[src/rtl/clkgen_ctl_pkg.sv]
// Constants for the clock generator control byte bank and its serial slave.
// Assumes a single 200 MHz system clock; serial lines arrive synchronous to it.
package clkgen_ctl_pkg;

  // ==========================================================
  // Serial addressing
  localparam logic [7:0] WR_ADDR_BYTE = 8'hD2;
  localparam logic [7:0] RD_ADDR_BYTE = 8'hD3;

  // ==========================================================
  // Register indices
  localparam logic [7:0] IDX_SYNTH_DIV = 8'h00;
  localparam logic [7:0] IDX_SPREAD = 8'h01;
  localparam logic [7:0] IDX_OUT_EN = 8'h02;
  localparam logic [7:0] NUM_BYTES = 8'h03;

  // ==========================================================
  // Byte 0 fields
  localparam int B0_MAIN_SYNTH = 7;
  localparam int B0_DOT_SYNTH = 6;
  localparam int B0_DISP_SYNTH = 5;
  localparam int B0_PROC_DIV = 3;
  localparam int B0_SERREF_DIV = 2;
  localparam int B0_DISP_DIV = 1;
  localparam int B0_DOT_DIV = 0;
  localparam logic [7:0] B0_WRITABLE = 8'hEF;
  localparam logic [7:0] B0_RESET = 8'hEF;

  // ==========================================================
  // Byte 1 fields
  localparam int B1_MAIN_SPREAD = 7;
  localparam int B1_DISP_SPREAD = 6;
  localparam int B1_SEL_LSB = 3;
  localparam logic [7:0] B1_WRITABLE = 8'hF8;
  localparam logic [7:0] B1_RESET = 8'hC0;

  // ==========================================================
  // Byte 2 fields: bit 7..5 proc a..c, 4..2 serref a..c, 1 dot, 0 display
  localparam logic [7:0] B2_WRITABLE = 8'hFF;
  localparam logic [7:0] B2_RESET = 8'hFF;

  // ==========================================================
  // Display spread select codes
  localparam logic [2:0] SPR_DOWN_0P5 = 3'h0;
  localparam logic [2:0] SPR_DOWN_1P0 = 3'h1;
  localparam logic [2:0] SPR_DOWN_2P0 = 3'h2;
  localparam logic [2:0] SPR_DOWN_2P5 = 3'h3;
  localparam logic [2:0] SPR_CTR_0P25 = 3'h4;
  localparam logic [2:0] SPR_CTR_0P5 = 3'h5;
  localparam logic [2:0] SPR_CTR_1P0 = 3'h6;
  localparam logic [2:0] SPR_CTR_1P25 = 3'h7;

  // ==========================================================
  // Byte phases of a transfer
  typedef enum logic [1:0] {
    PH_ADDR = 2'b00,
    PH_INDEX = 2'b01,
    PH_COUNT = 2'b10,
    PH_DATA = 2'b11
  } phase_e;

  typedef enum logic [2:0] {
    ST_IDLE = 3'b000,
    ST_RX = 3'b001,
    ST_RX_ACK = 3'b010,
    ST_TX = 3'b011,
    ST_TX_ACK = 3'b100
  } slave_state_e;

endpackage

[src/rtl/smbus_evt_if.sv]
// Carrier for line events from the line watcher to the slave core.
// Assumes both ends share the system clock.
`timescale 1ns/1ps
interface smbus_evt_if;
  logic scl_rise;
  logic scl_fall;
  logic start;
  logic stop;
  logic sda;
  modport watcher (output scl_rise, output scl_fall, output start, output stop, output sda);
  modport core (input scl_rise, input scl_fall, input start, input stop, input sda);
endinterface

[src/rtl/smbus_line_watch.sv]
// Edge and condition detector for the two serial lines.
// Assumes i_scl and i_sda are already synchronous to i_clk_sys.
`timescale 1ns/1ps
module smbus_line_watch (
  input wire logic i_clk_sys,
  input wire logic i_resetn,
  input wire logic i_scl,
  input wire logic i_sda,
  smbus_evt_if.watcher evt
);

  // ==========================================================
  // Previous line levels
  logic scl_reg;
  logic sda_reg;

  // Idle bus is high on both lines, so reset to high avoids a false stop or clock rise
  always_ff @(posedge i_clk_sys or negedge i_resetn) begin
    if (!i_resetn) begin
      scl_reg <= 1'b1;
      sda_reg <= 1'b1;
    end else begin
      scl_reg <= i_scl;
      sda_reg <= i_sda;
    end
  end

  // ==========================================================
  // Event pulses, one cycle each, plus the registered data line level
  always_ff @(posedge i_clk_sys or negedge i_resetn) begin
    if (!i_resetn) begin
      evt.scl_rise <= 1'b0;
      evt.scl_fall <= 1'b0;
      evt.start <= 1'b0;
      evt.stop <= 1'b0;
      evt.sda <= 1'b1;
    end else begin
      evt.scl_rise <= i_scl & ~scl_reg;
      evt.scl_fall <= ~i_scl & scl_reg;
      evt.start <= i_scl & scl_reg & sda_reg & ~i_sda;
      evt.stop <= i_scl & scl_reg & ~sda_reg & i_sda;
      evt.sda <= i_sda;
    end
  end

endmodule

[src/rtl/clkgen_ctl_bank.sv]
// Control byte bank of a multi-output clock generator with its serial slave.
// Assumes lines are synchronous to i_clk_sys and the host paces the serial clock.
`timescale 1ns/1ps
// Operation
// RULE1: Host opens a read with start and write address byte.
// RULE2: Host then sends the index of the first byte to read.
// RULE3: Device acknowledges the address byte and the index byte.
// RULE4: Host sends repeated start then the read address byte.
// RULE5: Device acknowledges read address, then drives data for the rest.
// RULE6: First returned byte is the byte count.
// RULE7: Then bytes from index N through N plus count minus one.
// RULE8: Host acknowledges count and every data byte but the last.
// RULE9: Host ends read with not-acknowledge then stop.
// RULE10: Byte 0 bit 7 switches the main synthesizer; resets to 1.
// RULE11: Byte 0 bit 6 switches the dot synthesizer; resets to 1.
// RULE12: Byte 0 bit 5 switches display synthesizer; bit 4 reserved zero.
// RULE13: Byte 0 bits 3..0 enable proc, serref, display, dot dividers.
// RULE14: Clearing a synthesizer bit clears the dividers it feeds.
// RULE15: Byte 1 bit 7 enables fixed down-spread on main synthesizer.
// RULE16: Byte 1 bit 6 enables spread on display synthesizer.
// RULE17: Byte 1 bits 5..3 select display spread; bits 2..0 reserved.
// RULE18: Select codes 0..3 down-spread, 4..7 center-spread amounts.
// RULE19: Byte 2 bits 7..5 enable processor output buffers a..c.
// RULE20: Byte 2 bits 4..2 enable serial-reference output buffers a..c.
// RULE21: Byte 2 bit 1 enables the dot output buffer.
// RULE22: Byte 2 bit 0 enables the display output buffer.
// RULE23: Block write is address, index, count, data bytes, stop.
// RULE24: Disabled output without power-down parks true low/20K, complement low.
// RULE25: Index advances by one after each data byte transferred.
// RULE26: Reserved bits ignore writes and read as reset value.
module clkgen_ctl_bank (
  input wire logic i_clk_sys,
  input wire logic i_resetn,
  input wire logic i_scl,
  input wire logic i_sda,
  input wire logic i_power_down,
  output logic o_sda_out,
  output logic o_sda_oe,
  output logic o_main_synth_on,
  output logic o_dot_synth_on,
  output logic o_display_synth_on,
  output logic o_proc_div_on,
  output logic o_serref_div_on,
  output logic o_display_div_on,
  output logic o_dotclk_div_on,
  output logic o_main_synth_spread_on,
  output logic o_display_synth_spread_on,
  output logic [2:0] o_display_spread_sel,
  output logic o_display_spread_center,
  output logic [7:0] o_out_running
);

  // ==========================================================
  // Line events
  smbus_evt_if evt ();

  smbus_line_watch u_watch (
    .i_clk_sys(i_clk_sys),
    .i_resetn(i_resetn),
    .i_scl(i_scl),
    .i_sda(i_sda),
    .evt(evt)
  );

  // ==========================================================
  // State
  clkgen_ctl_pkg::slave_state_e state_reg;
  clkgen_ctl_pkg::phase_e phase_reg;
  logic [3:0] bit_cnt_reg;
  logic [7:0] shift_reg;
  logic [7:0] index_reg;
  logic [7:0] count_reg;
  logic read_mode_reg;
  logic ack_ok_reg;
  logic [7:0] byte0_reg;
  logic [7:0] byte1_reg;
  logic [7:0] byte2_reg;
  logic [7:0] rd_byte;
  logic [7:0] b0_wr;

  // Unmapped indices read zero so a long read never stalls the host
  always_comb begin
    case (index_reg)
      clkgen_ctl_pkg::IDX_SYNTH_DIV: rd_byte = byte0_reg;
      clkgen_ctl_pkg::IDX_SPREAD: rd_byte = byte1_reg;
      clkgen_ctl_pkg::IDX_OUT_EN: rd_byte = byte2_reg;
      default: rd_byte = 8'h00;
    endcase
  end

  // Divider bits follow their synthesizer down in the same write
  always_comb begin
    b0_wr = shift_reg & clkgen_ctl_pkg::B0_WRITABLE; // [RULE26]
    if (!shift_reg[clkgen_ctl_pkg::B0_MAIN_SYNTH]) begin
      b0_wr[clkgen_ctl_pkg::B0_PROC_DIV] = 1'b0; // [RULE14]
      b0_wr[clkgen_ctl_pkg::B0_SERREF_DIV] = 1'b0; // [RULE14]
    end
    if (!shift_reg[clkgen_ctl_pkg::B0_DISP_SYNTH]) begin
      b0_wr[clkgen_ctl_pkg::B0_DISP_DIV] = 1'b0; // [RULE14]
    end
    if (!shift_reg[clkgen_ctl_pkg::B0_DOT_SYNTH]) begin
      b0_wr[clkgen_ctl_pkg::B0_DOT_DIV] = 1'b0; // [RULE14]
    end
  end

  // ==========================================================
  // Byte-level slave sequencer
  always_ff @(posedge i_clk_sys or negedge i_resetn) begin
    if (!i_resetn) begin
      state_reg <= clkgen_ctl_pkg::ST_IDLE;
      phase_reg <= clkgen_ctl_pkg::PH_ADDR;
      bit_cnt_reg <= 4'h0;
      shift_reg <= 8'h00;
      read_mode_reg <= 1'b0;
      ack_ok_reg <= 1'b0;
      o_sda_oe <= 1'b0;
    end else if (evt.stop) begin
      state_reg <= clkgen_ctl_pkg::ST_IDLE;
      o_sda_oe <= 1'b0;
    end else if (evt.start) begin
      // A repeated start restarts address capture in any state
      state_reg <= clkgen_ctl_pkg::ST_RX;
      phase_reg <= clkgen_ctl_pkg::PH_ADDR;
      bit_cnt_reg <= 4'h0;
      o_sda_oe <= 1'b0;
    end else begin
      case (state_reg)
        clkgen_ctl_pkg::ST_IDLE: begin
          o_sda_oe <= 1'b0;
        end
        clkgen_ctl_pkg::ST_RX: begin
          if (evt.scl_rise && bit_cnt_reg != 4'h8) begin
            shift_reg <= {shift_reg[6:0], evt.sda};
            bit_cnt_reg <= bit_cnt_reg + 4'h1;
          end else if (evt.scl_fall && bit_cnt_reg == 4'h8) begin
            state_reg <= clkgen_ctl_pkg::ST_RX_ACK;
            ack_ok_reg <= 1'b1;
            o_sda_oe <= 1'b1; // [RULE3]
            case (phase_reg)
              clkgen_ctl_pkg::PH_ADDR: begin
                if (shift_reg == clkgen_ctl_pkg::WR_ADDR_BYTE) begin
                  read_mode_reg <= 1'b0;
                  phase_reg <= clkgen_ctl_pkg::PH_INDEX;
                end else if (shift_reg == clkgen_ctl_pkg::RD_ADDR_BYTE) begin
                  read_mode_reg <= 1'b1; // [RULE5]
                end else begin
                  ack_ok_reg <= 1'b0;
                  o_sda_oe <= 1'b0;
                end
              end
              clkgen_ctl_pkg::PH_INDEX: begin
                phase_reg <= clkgen_ctl_pkg::PH_COUNT; // [RULE23]
              end
              clkgen_ctl_pkg::PH_COUNT: begin
                phase_reg <= clkgen_ctl_pkg::PH_DATA;
              end
              default: begin
                phase_reg <= clkgen_ctl_pkg::PH_DATA;
              end
            endcase
          end
        end
        clkgen_ctl_pkg::ST_RX_ACK: begin
          if (evt.scl_fall) begin
            bit_cnt_reg <= 4'h0;
            if (!ack_ok_reg) begin
              state_reg <= clkgen_ctl_pkg::ST_IDLE;
              o_sda_oe <= 1'b0;
            end else if (read_mode_reg) begin
              // Count byte goes out first, high bit on this same fall
              state_reg <= clkgen_ctl_pkg::ST_TX;
              shift_reg <= {count_reg[6:0], 1'b0}; // [RULE6]
              o_sda_oe <= ~count_reg[7]; // [RULE5]
              bit_cnt_reg <= 4'h1;
            end else begin
              state_reg <= clkgen_ctl_pkg::ST_RX;
              o_sda_oe <= 1'b0;
            end
          end
        end
        clkgen_ctl_pkg::ST_TX: begin
          if (evt.scl_fall) begin
            if (bit_cnt_reg == 4'h8) begin
              state_reg <= clkgen_ctl_pkg::ST_TX_ACK;
              o_sda_oe <= 1'b0;
            end else begin
              o_sda_oe <= ~shift_reg[7];
              shift_reg <= {shift_reg[6:0], 1'b0};
              bit_cnt_reg <= bit_cnt_reg + 4'h1;
            end
          end
        end
        clkgen_ctl_pkg::ST_TX_ACK: begin
          if (evt.scl_rise) begin
            ack_ok_reg <= ~evt.sda; // [RULE8]
          end else if (evt.scl_fall) begin
            if (ack_ok_reg) begin
              state_reg <= clkgen_ctl_pkg::ST_TX;
              shift_reg <= {rd_byte[6:0], 1'b0}; // [RULE7]
              o_sda_oe <= ~rd_byte[7];
              bit_cnt_reg <= 4'h1;
            end else begin
              // Not-acknowledge ends the read; wait for stop
              state_reg <= clkgen_ctl_pkg::ST_IDLE; // [RULE9]
            end
          end
        end
        default: begin
          state_reg <= clkgen_ctl_pkg::ST_IDLE;
          o_sda_oe <= 1'b0;
        end
      endcase
    end
  end

  // ==========================================================
  // Register index and stored byte count
  always_ff @(posedge i_clk_sys or negedge i_resetn) begin
    if (!i_resetn) begin
      index_reg <= 8'h00;
      count_reg <= clkgen_ctl_pkg::NUM_BYTES;
    end else if (!evt.stop && !evt.start && evt.scl_fall) begin
      if (state_reg == clkgen_ctl_pkg::ST_RX && bit_cnt_reg == 4'h8) begin
        if (phase_reg == clkgen_ctl_pkg::PH_INDEX) begin
          index_reg <= shift_reg; // [RULE2]
        end else if (phase_reg == clkgen_ctl_pkg::PH_COUNT) begin
          count_reg <= shift_reg;
        end else if (phase_reg == clkgen_ctl_pkg::PH_DATA && !read_mode_reg) begin
          index_reg <= index_reg + 8'h01; // [RULE25]
        end
      end else if (state_reg == clkgen_ctl_pkg::ST_TX_ACK && ack_ok_reg) begin
        index_reg <= index_reg + 8'h01; // [RULE25]
      end
    end
  end

  // ==========================================================
  // Control bytes
  always_ff @(posedge i_clk_sys or negedge i_resetn) begin
    if (!i_resetn) begin
      byte0_reg <= clkgen_ctl_pkg::B0_RESET; // [RULE10] [RULE11] [RULE12] [RULE13]
      byte1_reg <= clkgen_ctl_pkg::B1_RESET; // [RULE15] [RULE16] [RULE17]
      byte2_reg <= clkgen_ctl_pkg::B2_RESET; // [RULE19] [RULE20] [RULE21] [RULE22]
    end else if (!evt.stop && !evt.start && evt.scl_fall
                 && state_reg == clkgen_ctl_pkg::ST_RX && bit_cnt_reg == 4'h8
                 && phase_reg == clkgen_ctl_pkg::PH_DATA && !read_mode_reg) begin
      case (index_reg)
        clkgen_ctl_pkg::IDX_SYNTH_DIV: byte0_reg <= b0_wr;
        clkgen_ctl_pkg::IDX_SPREAD: begin
          byte1_reg <= shift_reg & clkgen_ctl_pkg::B1_WRITABLE; // [RULE26]
        end
        clkgen_ctl_pkg::IDX_OUT_EN: byte2_reg <= shift_reg & clkgen_ctl_pkg::B2_WRITABLE;
        default: byte2_reg <= byte2_reg;
      endcase
    end
  end

  // ==========================================================
  // Registered controls toward the synthesizers and buffers
  logic [7:0] family_div;
  logic [2:0] sel_now;

  // Each output buffer also needs its divider running
  always_comb begin
    family_div = {{3{byte0_reg[clkgen_ctl_pkg::B0_PROC_DIV]}},
                  {3{byte0_reg[clkgen_ctl_pkg::B0_SERREF_DIV]}},
                  byte0_reg[clkgen_ctl_pkg::B0_DOT_DIV],
                  byte0_reg[clkgen_ctl_pkg::B0_DISP_DIV]};
    sel_now = byte1_reg[clkgen_ctl_pkg::B1_SEL_LSB +: 3];
  end

  always_ff @(posedge i_clk_sys or negedge i_resetn) begin
    if (!i_resetn) begin
      o_sda_out <= 1'b0;
      o_main_synth_on <= 1'b1;
      o_dot_synth_on <= 1'b1;
      o_display_synth_on <= 1'b1;
      o_proc_div_on <= 1'b1;
      o_serref_div_on <= 1'b1;
      o_display_div_on <= 1'b1;
      o_dotclk_div_on <= 1'b1;
      o_main_synth_spread_on <= 1'b1;
      o_display_synth_spread_on <= 1'b1;
      o_display_spread_sel <= clkgen_ctl_pkg::SPR_DOWN_0P5;
      o_display_spread_center <= 1'b0;
      o_out_running <= 8'h00;
    end else begin
      // Open drain: data line is only ever pulled low
      o_sda_out <= 1'b0;
      o_main_synth_on <= byte0_reg[clkgen_ctl_pkg::B0_MAIN_SYNTH]; // [RULE10]
      o_dot_synth_on <= byte0_reg[clkgen_ctl_pkg::B0_DOT_SYNTH]; // [RULE11]
      o_display_synth_on <= byte0_reg[clkgen_ctl_pkg::B0_DISP_SYNTH]; // [RULE12]
      o_proc_div_on <= byte0_reg[clkgen_ctl_pkg::B0_PROC_DIV]; // [RULE13]
      o_serref_div_on <= byte0_reg[clkgen_ctl_pkg::B0_SERREF_DIV]; // [RULE13]
      o_display_div_on <= byte0_reg[clkgen_ctl_pkg::B0_DISP_DIV]; // [RULE13]
      o_dotclk_div_on <= byte0_reg[clkgen_ctl_pkg::B0_DOT_DIV]; // [RULE13]
      o_main_synth_spread_on <= byte1_reg[clkgen_ctl_pkg::B1_MAIN_SPREAD]; // [RULE15]
      o_display_synth_spread_on <= byte1_reg[clkgen_ctl_pkg::B1_DISP_SPREAD]; // [RULE16]
      o_display_spread_sel <= sel_now; // [RULE17]
      o_display_spread_center <= (sel_now >= clkgen_ctl_pkg::SPR_CTR_0P25); // [RULE18]
      // Stopped pair: true side low/20K, complement low
      o_out_running <= byte2_reg & family_div & {8{~i_power_down}}; // [RULE24]
    end
  end

endmodule

[config.mk]
export PLATFORM = sky130hd
export DESIGN_NAME = clkgen_ctl_bank
export DESIGN_NICKNAME = d
export VERILOG_FILES = /design/src/rtl/clkgen_ctl_pkg.sv /design/src/rtl/smbus_evt_if.sv /design/src/rtl/smbus_line_watch.sv /design/src/rtl/clkgen_ctl_bank.sv
export SDC_FILE = /design/constraint.sdc
export NUM_CORES = 1
export LEC_CHECK = 0
export ABC_AREA = 0
export BUFFER_PORTS_ARGS = -buffer_cell sky130_fd_sc_hd__buf_2
export CORE_UTILIZATION = 60
export CTS_CLUSTER_SIZE = 25
export DETAILED_ROUTE_END_ITERATION = 8
export PLACE_DENSITY = 0.78
export SKIP_CTS_REPAIR_TIMING = 1
export SYNTH_ARGS = -nofsm -noshare
export SYNTH_HDL_FRONTEND = slang
export SYNTH_SLANG_ARGS = --single-unit
[constraint.sdc]
create_clock -name i_clk_sys -period 2.5 [get_ports i_clk_sys]
set_input_delay 0.5 -clock i_clk_sys [delete_from_list [all_inputs] [get_ports i_clk_sys]]
set_output_delay 0.5 -clock i_clk_sys [all_outputs]
set_load 0.02 [all_outputs]
After elaboration in Yosys (flattened, before gate mapping)
Cells that the tools add are included.
- word-level logic and storage cells: 204
- register bits: 83
- output and inout port bits: 23
- bits of input ports: 5
- reductions and logical operators: 36
- mux-type cells: 69
- bitwise logic cells: 21
- $lt $le $gt $ge: 1
- eq/ne operators: 45
- add/sub/neg operators: 2
- operators by type and width (cell ; number):
    8-bit 2-to-1 mux ; 14
    4-bit 2-to-1 mux ; 8
    8-bit one-hot mux with 4 select lines ; 1
    3-bit 2-to-1 mux ; 9
    8-bit one-hot mux with 3 select lines ; 1
    1-bit 2-to-1 mux ; 22
    2-bit 2-to-1 mux ; 9
    8-bit AND ; 2
    8-bit == test, second input constant ; 2
    2-bit != test, second input constant ; 8
    4-bit by 2-bit != test with 1-bit output, second input constant ; 4
    4-bit one-hot mux with 4 select lines ; 1
    3-bit by 1-bit != test with 1-bit output, second input constant ; 5
    3-bit one-hot mux with 5 select lines ; 1
    7-bit AND reduction ; 2
    3-bit by 2-bit != test with 1-bit output, second input constant ; 4
    4-bit by 1-bit != test with 1-bit output, second input constant ; 3
    1-bit NOT ; 12
    12-bit AND reduction ; 1
    1-bit logical AND ; 11
    2-bit by 1-bit != test with 1-bit output, second input constant ; 5
    2-bit nonzero test ; 5
    9-bit AND reduction ; 1
    8-bit by 1-bit adder with 8-bit output, second input constant ; 1
    27 further kinds ; 42

Depth between registers and ports, before layout
Gate-level depths: netlist of run 1.
- depth after elaboration: 9
- gate-level depth with buffers: 9
- gate-level depth less buffers: 7

By module
A second synthesis of run 1 with hierarchy kept.
- cells, all modules: 367
- area, all modules: 4189.0 µm²
- by module, submodules not included (module ; area an instance (µm²) ; sequential area each (µm²) ; instances ; cells an instance):
    clkgen_ctl_bank ; 4003.8 ; 1961.9 ; 1 ; 357
    smbus_line_watch ; 185.2 ; 152.6 ; 1 ; 10

Worst setup path after synthesis of run 1
OpenSTA, ideal clock, no wires.
- path kind: register to register
- start point: register bit_cnt_reg[0]
- end point: register read_mode_reg
- data arrival time: 1.783 ns
- cell stages (with the launch flop): 9
- data required time: 2.375 ns
- clock period less this slack: 1.907 ns
- buffers on the path: 1
- setup slack: 0.593 ns
- library setup time: 0.125 ns
- cell sequence: dfrtp_1 inv_1 ha_1 and4b_1 and2_1 buf_2 nand2_1 nor4b_1 mux2_2
- longest elaborated chain between the ends: 4
- elaborated cells on any way between the ends: 6
- classes of those cells: eq/ne: 2; bitwise: 1; reduce/logical: 3
- ends and longest elaborated chain (what ; line ; source):
    from (decl) ; clkgen_ctl_bank.sv:69 ; logic [3:0] bit_cnt_reg;
    from (signal assigned) ; clkgen_ctl_bank.sv:134 ; bit_cnt_reg <= bit_cnt_reg + 4'h1;
    from (signal assigned) ; clkgen_ctl_bank.sv:189 ; bit_cnt_reg <= bit_cnt_reg + 4'h1;
    4-bit != test ; clkgen_ctl_bank.sv:132 ; if (evt.scl_rise && bit_cnt_reg != 4'h8) begin
    1-bit logical AND ; clkgen_ctl_bank.sv:132 ;
    1-bit NOT (no line) ; - ;
    7-bit AND reduction (no line) (*) ; - ;
    to (signal assigned) ; clkgen_ctl_bank.sv:114 ; read_mode_reg <= 1'b0;
    to (signal assigned) ; clkgen_ctl_bank.sv:142 ; read_mode_reg <= 1'b0;
    to (signal assigned) ; clkgen_ctl_bank.sv:145 ; read_mode_reg <= 1'b1;
    to (decl) ; clkgen_ctl_bank.sv:73 ; logic read_mode_reg;
Every way passes the cells marked *; elsewhere a longest branch is shown, timed or not.
A chain may end at the register's enable or synchronous reset.

Worst setup path in the final report of run 1
- start point: register state_reg[1]
- end point: register read_mode_reg
- longest elaborated chain between the ends: 2
- ends and longest elaborated chain (what ; line ; source):
    from (decl) ; clkgen_ctl_bank.sv:67 ; clkgen_ctl_pkg::slave_state_e state_reg;
    from (signal assigned) ; clkgen_ctl_bank.sv:110 ; state_reg <= clkgen_ctl_pkg::ST_IDLE;
    from (signal assigned) ; clkgen_ctl_bank.sv:118 ; state_reg <= clkgen_ctl_pkg::ST_IDLE;
    from (signal assigned) ; clkgen_ctl_bank.sv:122 ; state_reg <= clkgen_ctl_pkg::ST_RX;
    3-bit by 1-bit == test with 1-bit output ; clkgen_ctl_bank.sv:127 ; case (state_reg)
    7-bit AND reduction (no line) ; - ;
Every way passes these cells.

==> results of run 1 <==
final cells by class:
| cell class | instances | area, um2 |
|---|---|---|
| clock buffers | 9 | 123.9 |
| clock inverters | 7 | 105.1 |
| fillers | 479 | 1896 |
| inverters | 6 | 22.52 |
| multi-input cells | 264 | 1836 |
| flip-flops and latches | 83 | 2115 |
| well taps | 77 | 96.34 |
| repair buffers | 42 | 265.3 |
worst max-delay path, cell delays in order (launching register included):
cell and delay, ns:
dfrtp_1 0.64, nor3b_2 0.36, and2_1 0.31, nand2_1 0.12, nor4b_1 0.35, mux2_2 0.37
logic make-up after synthesis:
family / after synthesis / share of synthesized area, %
flip-flops: 83 / 51.79
other: 1 / 0.09185
AO/OA/AOI/OAI: 83 / 13.58
XOR/XNOR: 1 / 0.2146
adder cells (fa/ha/maj): 6 / 1.839
buffers and inverters: 29 / 3.248
multiplexers: 35 / 9.592
AND/OR/NAND/NOR: 138 / 19.64
report_power, final:
part / switching, mW / internal, mW
sequential: 0.117 / 1.44
clock: 0.524 / 0.578
combinational: 0.459 / 0.358
total: 1.10 / 2.37
worst paths after layout:
check	start	to	slack (ns)	depth (start not counted)
worst max-delay path	state_reg[1]	read_mode_reg	0.25	5
worst max register to register	state_reg[1]	read_mode_reg	0.25	5
min in group i_clk_sys	i_sda	u_watch.evt.sda	0.25	1
max in group asynchronous	i_resetn	o_dot_synth_on	1.72	2
worst min register to register	byte0_reg[5]	o_display_synth_on	0.37	0
worst min-delay path	i_resetn	o_out_running[1]	0.13	1
metal layers:
| layer | routed length, um | vias up | GRT usage (%) |
|---|---|---|---|
| met2 | 4598 | 109 | 46.42 |
| met1 | 3549 | 1519 | 32.09 |
| li1 | - | 1416 | - |
| met5 | 0 | - | 0 |
| met3 | 457 | 26 | 6.883 |
| met4 | 254 | 0 | 11.56 |
layout by cell type (no fill, tap or decap), types with 3 or more instances in the layout:
cell type / instances
a21oi_1: 23
nor2_1: 13
and2_1: 7
o221ai_1: 7
nor2b_1: 21
o22ai_1: 4
clkbuf_8: 9
mux2_1: 4
dfrtp_1: 53
inv_1: 6
o31ai_1: 3
nand3_1: 12
o211ai_1: 3
buf_4: 16
a222oi_1: 5
nand2b_1: 6
mux2_2: 29
nor3b_1: 3
a22oi_1: 4
ha_1: 6
a31oi_1: 3
dfstp_2: 30
o21ai_0: 19
nor3_1: 3
nand4_1: 3
nand2_1: 41
buf_2: 25
==> flow_metrics.tcl, run 1 <==
set metrics [dict create \
    status "finished, violations left" \
    violations "design-rule violations" \
    total_power_mw 3.473 \
    yosysSeqAreaShare_pct 51.79 \
    cap_violations 0 \
    final_util_pct 70.65 \
    port_buffers 26 \
    synthesis.nets 387 \
    numCtsBuffers 9 \
    drc_errors 2 \
    ys_types 64 \
    diodes 0 \
    cts-root-buf "clkbuf_8" \
    preCtsSetupSlack_ns 0.3277 \
    die-width_um 84.49 \
    whs_ns 0.1332 \
    vias 3070 \
    min_path_type "primary input to async pin" \
    grt_pass1_vias 2944 \
    io_pins 28 \
    cts_tree "yes" \
    die_y_um 84.49 \
    setup_violations 0 \
    ir_worst_vdd_v 0.0005282 \
    clk_latency_ns 0.37 \
    synth_top_area_share_pct 32.49 \
    path_class "flop to flop" \
    design_area_um2 4563 \
    crit_required_ns 2.76 \
    dr.pass1.iters 7 \
    p_leak_nw 2.078 \
    rsz0062_at_grt "no" \
    arrival_ns 2.51 \
    yosys_register_bits 83 \
    ant_nets 0 \
    yosysTopAreaCell "dfrtp_1" \
    viasPerCell 6.291 \
    dpl.hpwl_um 6071 \
    layout_min_cycle_time_ns 2.252 \
    area_delta_synth_final_pct 11.77 \
    post_drt_wl_per_cell_um 18.16 \
    async_flop_share_pct 100.0 \
    synthTopCellsByCount "dfrtp_1 (53), nand2_1 (41), dfstp_2 (30)" \
    cts_max_level 3 \
    synth_ff_type "dfrtp_1" \
    drive_gt1_share_pct 32.60 \
    synthCells 376 \
    layout_setup_ws_ns 0.2485 \
    synth-edff-count 0 \
    finalHoldViolations 0 \
    worstMarginPinSlew_ns 0.8597 \
    core-area_um2 6459 \
    die-area_um2 7139 \
    fmax_mhz 444.1 \
    grt_pass1_wl_um 14760 \
    grt_usage_pct 26.94 \
    skew_ns 0.01347 \
    overflow 0 \
    slew_violations 0 \
    place_area_um2 4334 \
    ys_top_cells_by_area "dfrtp_1 (32%), dfstp_2 (19%), mux2_2 (8.0%)" \
    cp-end-kind "flop" \
    ctsLongestPathBuffers 2 \
    fin_crit_sh_pct 90.06 \
    synth_area_um2 4083 \
    rows 29 \
    routabilityCongestion 0.8946 \
    slew_headroom_pct 42.16 \
    clkSlewWorstSetupHoldPaths_ns 0.09 \
    first_iter_violations 244 \
    start_util_pct 63.21 \
    dp_cells 472 \
    power.density_nw_per_um2 761.1 \
    cp_max_fo 21 \
    synth_most_common_cell "dfrtp_1" \
    antenna_found_initial 0 \
    stdcell_count 488 \
    yosys_warnings 0 \
    clock-sinks 83 \
    grt_max_degree 48 \
    fin_nets 417 \
    setup-tns-final_ns 0 \
    avgSynthCellArea_um2 10.86 \
    startpoint_type "flop" \
    drt_wl_total_um 8860 \
]
No activity file was read; power rests on OpenSTA's default activity.
==> run 2, diff against run 1 <==
BUFFER_PORTS_ARGS = -buffer_cell sky130_fd_sc_hd__buf_4   (was -buffer_cell sky130_fd_sc_hd__buf_2)
==> run 2 against run 1 <==
Maximum frequency increased by 4.4%. Largest power group unchanged. Core utilization grew 0.93 points. The flow still finishes with violations (design-rule violations). Sequential share of layout area shrank 0.60 points. Register-to-register slack gained 0.09 ns. Combinational power shrank 4.2%. Routed wire length decreased by 2.7%. Worst setup slack improved by 0.095 ns. Sequential power about the same. Critical path type unchanged.
==> flow_metrics.tcl, run 2 (synthesized netlist as in run 1, its figures left out) <==
set metrics [dict create \
    status "finished, violations left" \
    violations "design-rule violations" \
    dr.pass1.iters 9 \
    rsz0062_at_grt "no" \
    die-area_um2 7139 \
    numCtsBuffers 9 \
    vias 3047 \
    slew_violations 0 \
    first_iter_violations 276 \
    fillCellCount 464 \
    routabilityCongestion 0.8352 \
    highest_layer "met4" \
    grt_usage_pct 26.58 \
    p_leak_nw 2.076 \
    clkSlewWorstSetupHoldPaths_ns 0.09 \
    dpl.hpwl_um 6130 \
    cp-end-kind "flop" \
    power.density_nw_per_um2 727.5 \
    finalHoldViolations 0 \
    worst-path-buf-inv 1 \
    ant_nets 0 \
    final_cell_mix "dfrtp_1 (53), buf_4 (43), nand2_1 (41), dfstp_2 (30), mux2_2 (29)" \
    wl_met1_um 3579 \
    ctsLongestPathBuffers 2 \
    clk_latency_ns 0.37 \
    overflow 0 \
    startpoint_type "flop" \
    rows 29 \
    cts_max_level 3 \
    fin_crit_sh_pct 86.27 \
    setup_violations 0 \
    critPathSlowestCell "dfrtp_1" \
    path_class "flop to flop" \
    drt_wl_total_um 8623 \
    max_stage_delay_ns 0.44 \
    drive_gt1_share_pct 32.93 \
    wl_met2_um 4453 \
    grt_pass1_vias 2913 \
    viasPerCell 6.218 \
    port_buffers 26 \
    place_area_um2 4412 \
    io_pins 28 \
    min_path_type "primary input to async pin" \
    arrival_ns 2.45 \
    path_delay_family "simple AND/OR/NAND/NOR gates" \
    cts-root-buf "clkbuf_8" \
    cap_violations 0 \
    ir_worst_vdd_v 0.0004371 \
    crit_required_ns 2.79 \
    cts_tree "yes" \
    antenna_found_initial 0 \
    design_area_um2 4623 \
    final_common_cell "dfrtp_1" \
    fmax_mhz 463.7 \
    clock-sinks 83 \
    multi_input_area_um2 1836 \
    diodes 0 \
    grt_max_degree 46 \
    regArea_um2 2115 \
    wl_met3_um 443 \
    die_y_um 84.49 \
    start_util_pct 63.21 \
    cp_max_fo 11 \
    core-area_um2 6459 \
    post_drt_wl_per_cell_um 17.60 \
    grt_pass1_wl_um 14600 \
    area_delta_synth_final_pct 13.24 \
    setup-tns-final_ns 0 \
    cp_cell_sequence "inv_1 -> ha_1 -> and4b_1 -> and2_1 -> nand4_1 -> mux2_2" \
    fin_nets 419 \
    drc_errors 2 \
    layout_min_cycle_time_ns 2.157 \
    skew_ns 0.01161 \
    die-width_um 84.49 \
]
==> run 2: final timing paths <==
kind | start | to | slack [ns] | cells after the start
max | bit_cnt_reg[0] | byte0_reg[6] | 0.34 | 6
min | i_resetn | o_out_running[1] | 0.08 | 1
max reg2reg | bit_cnt_reg[0] | byte0_reg[6] | 0.34 | 6
min reg2reg | byte0_reg[5] | o_display_synth_on | 0.37 | 0
max in group asynchronous | i_resetn | u_watch.evt.sda | 1.76 | 2
min in group i_clk_sys | i_sda | u_watch.evt.sda | 0.25 | 1
==> run 2: power breakdown <==
part / total [mW] / internal [mW] / leakage (nW) / switching [mW]
registers: 1.57 / 1.44 / 1.01 / 0.138
logic: 0.783 / 0.358 / 0.962 / 0.426
clock network: 1.01 / 0.476 / 0.0988 / 0.529
==> run 2: area by class of cell <==
type                    count  area share [%]
well taps                  77           2.084
clock inverters             7           1.894
flip-flops and latches     83           45.74
multi-input cells         264           39.70
repair buffers             44           7.415
clock buffers               9           2.679
inverters                   6          0.4871
==> run 2: per-stage QoR <==
step | cells | utilization, % | hold WS, ns | setup WS, ns | total power [mW]
detailed placement | 474 | 68.31 | 0.3676 | 0.3905 | 2.370
finish | 490 | 71.58 | 0.08051 | 0.3432 | 3.363
CTS | 490 | 71.58 | 0.09381 | 0.3767 | 3.372
global placement | 474 | 68.31 | 0.3663 | 0.4603 | 2.346
floorplan | 376 | - | 0.2044 | 0.5927 | 2.105
global route | 490 | 71.58 | 0.1146 | 0.1869 | 3.515
==> run 2: per-layer routing <==
metal | global-route usage, % | vias up
li1 | - | 1418
met1 | 33.38 | 1512
met2 | 46.19 | 100
met3 | 5.801 | 17
met4 | 8.166 | 0
met5 | 0 | -
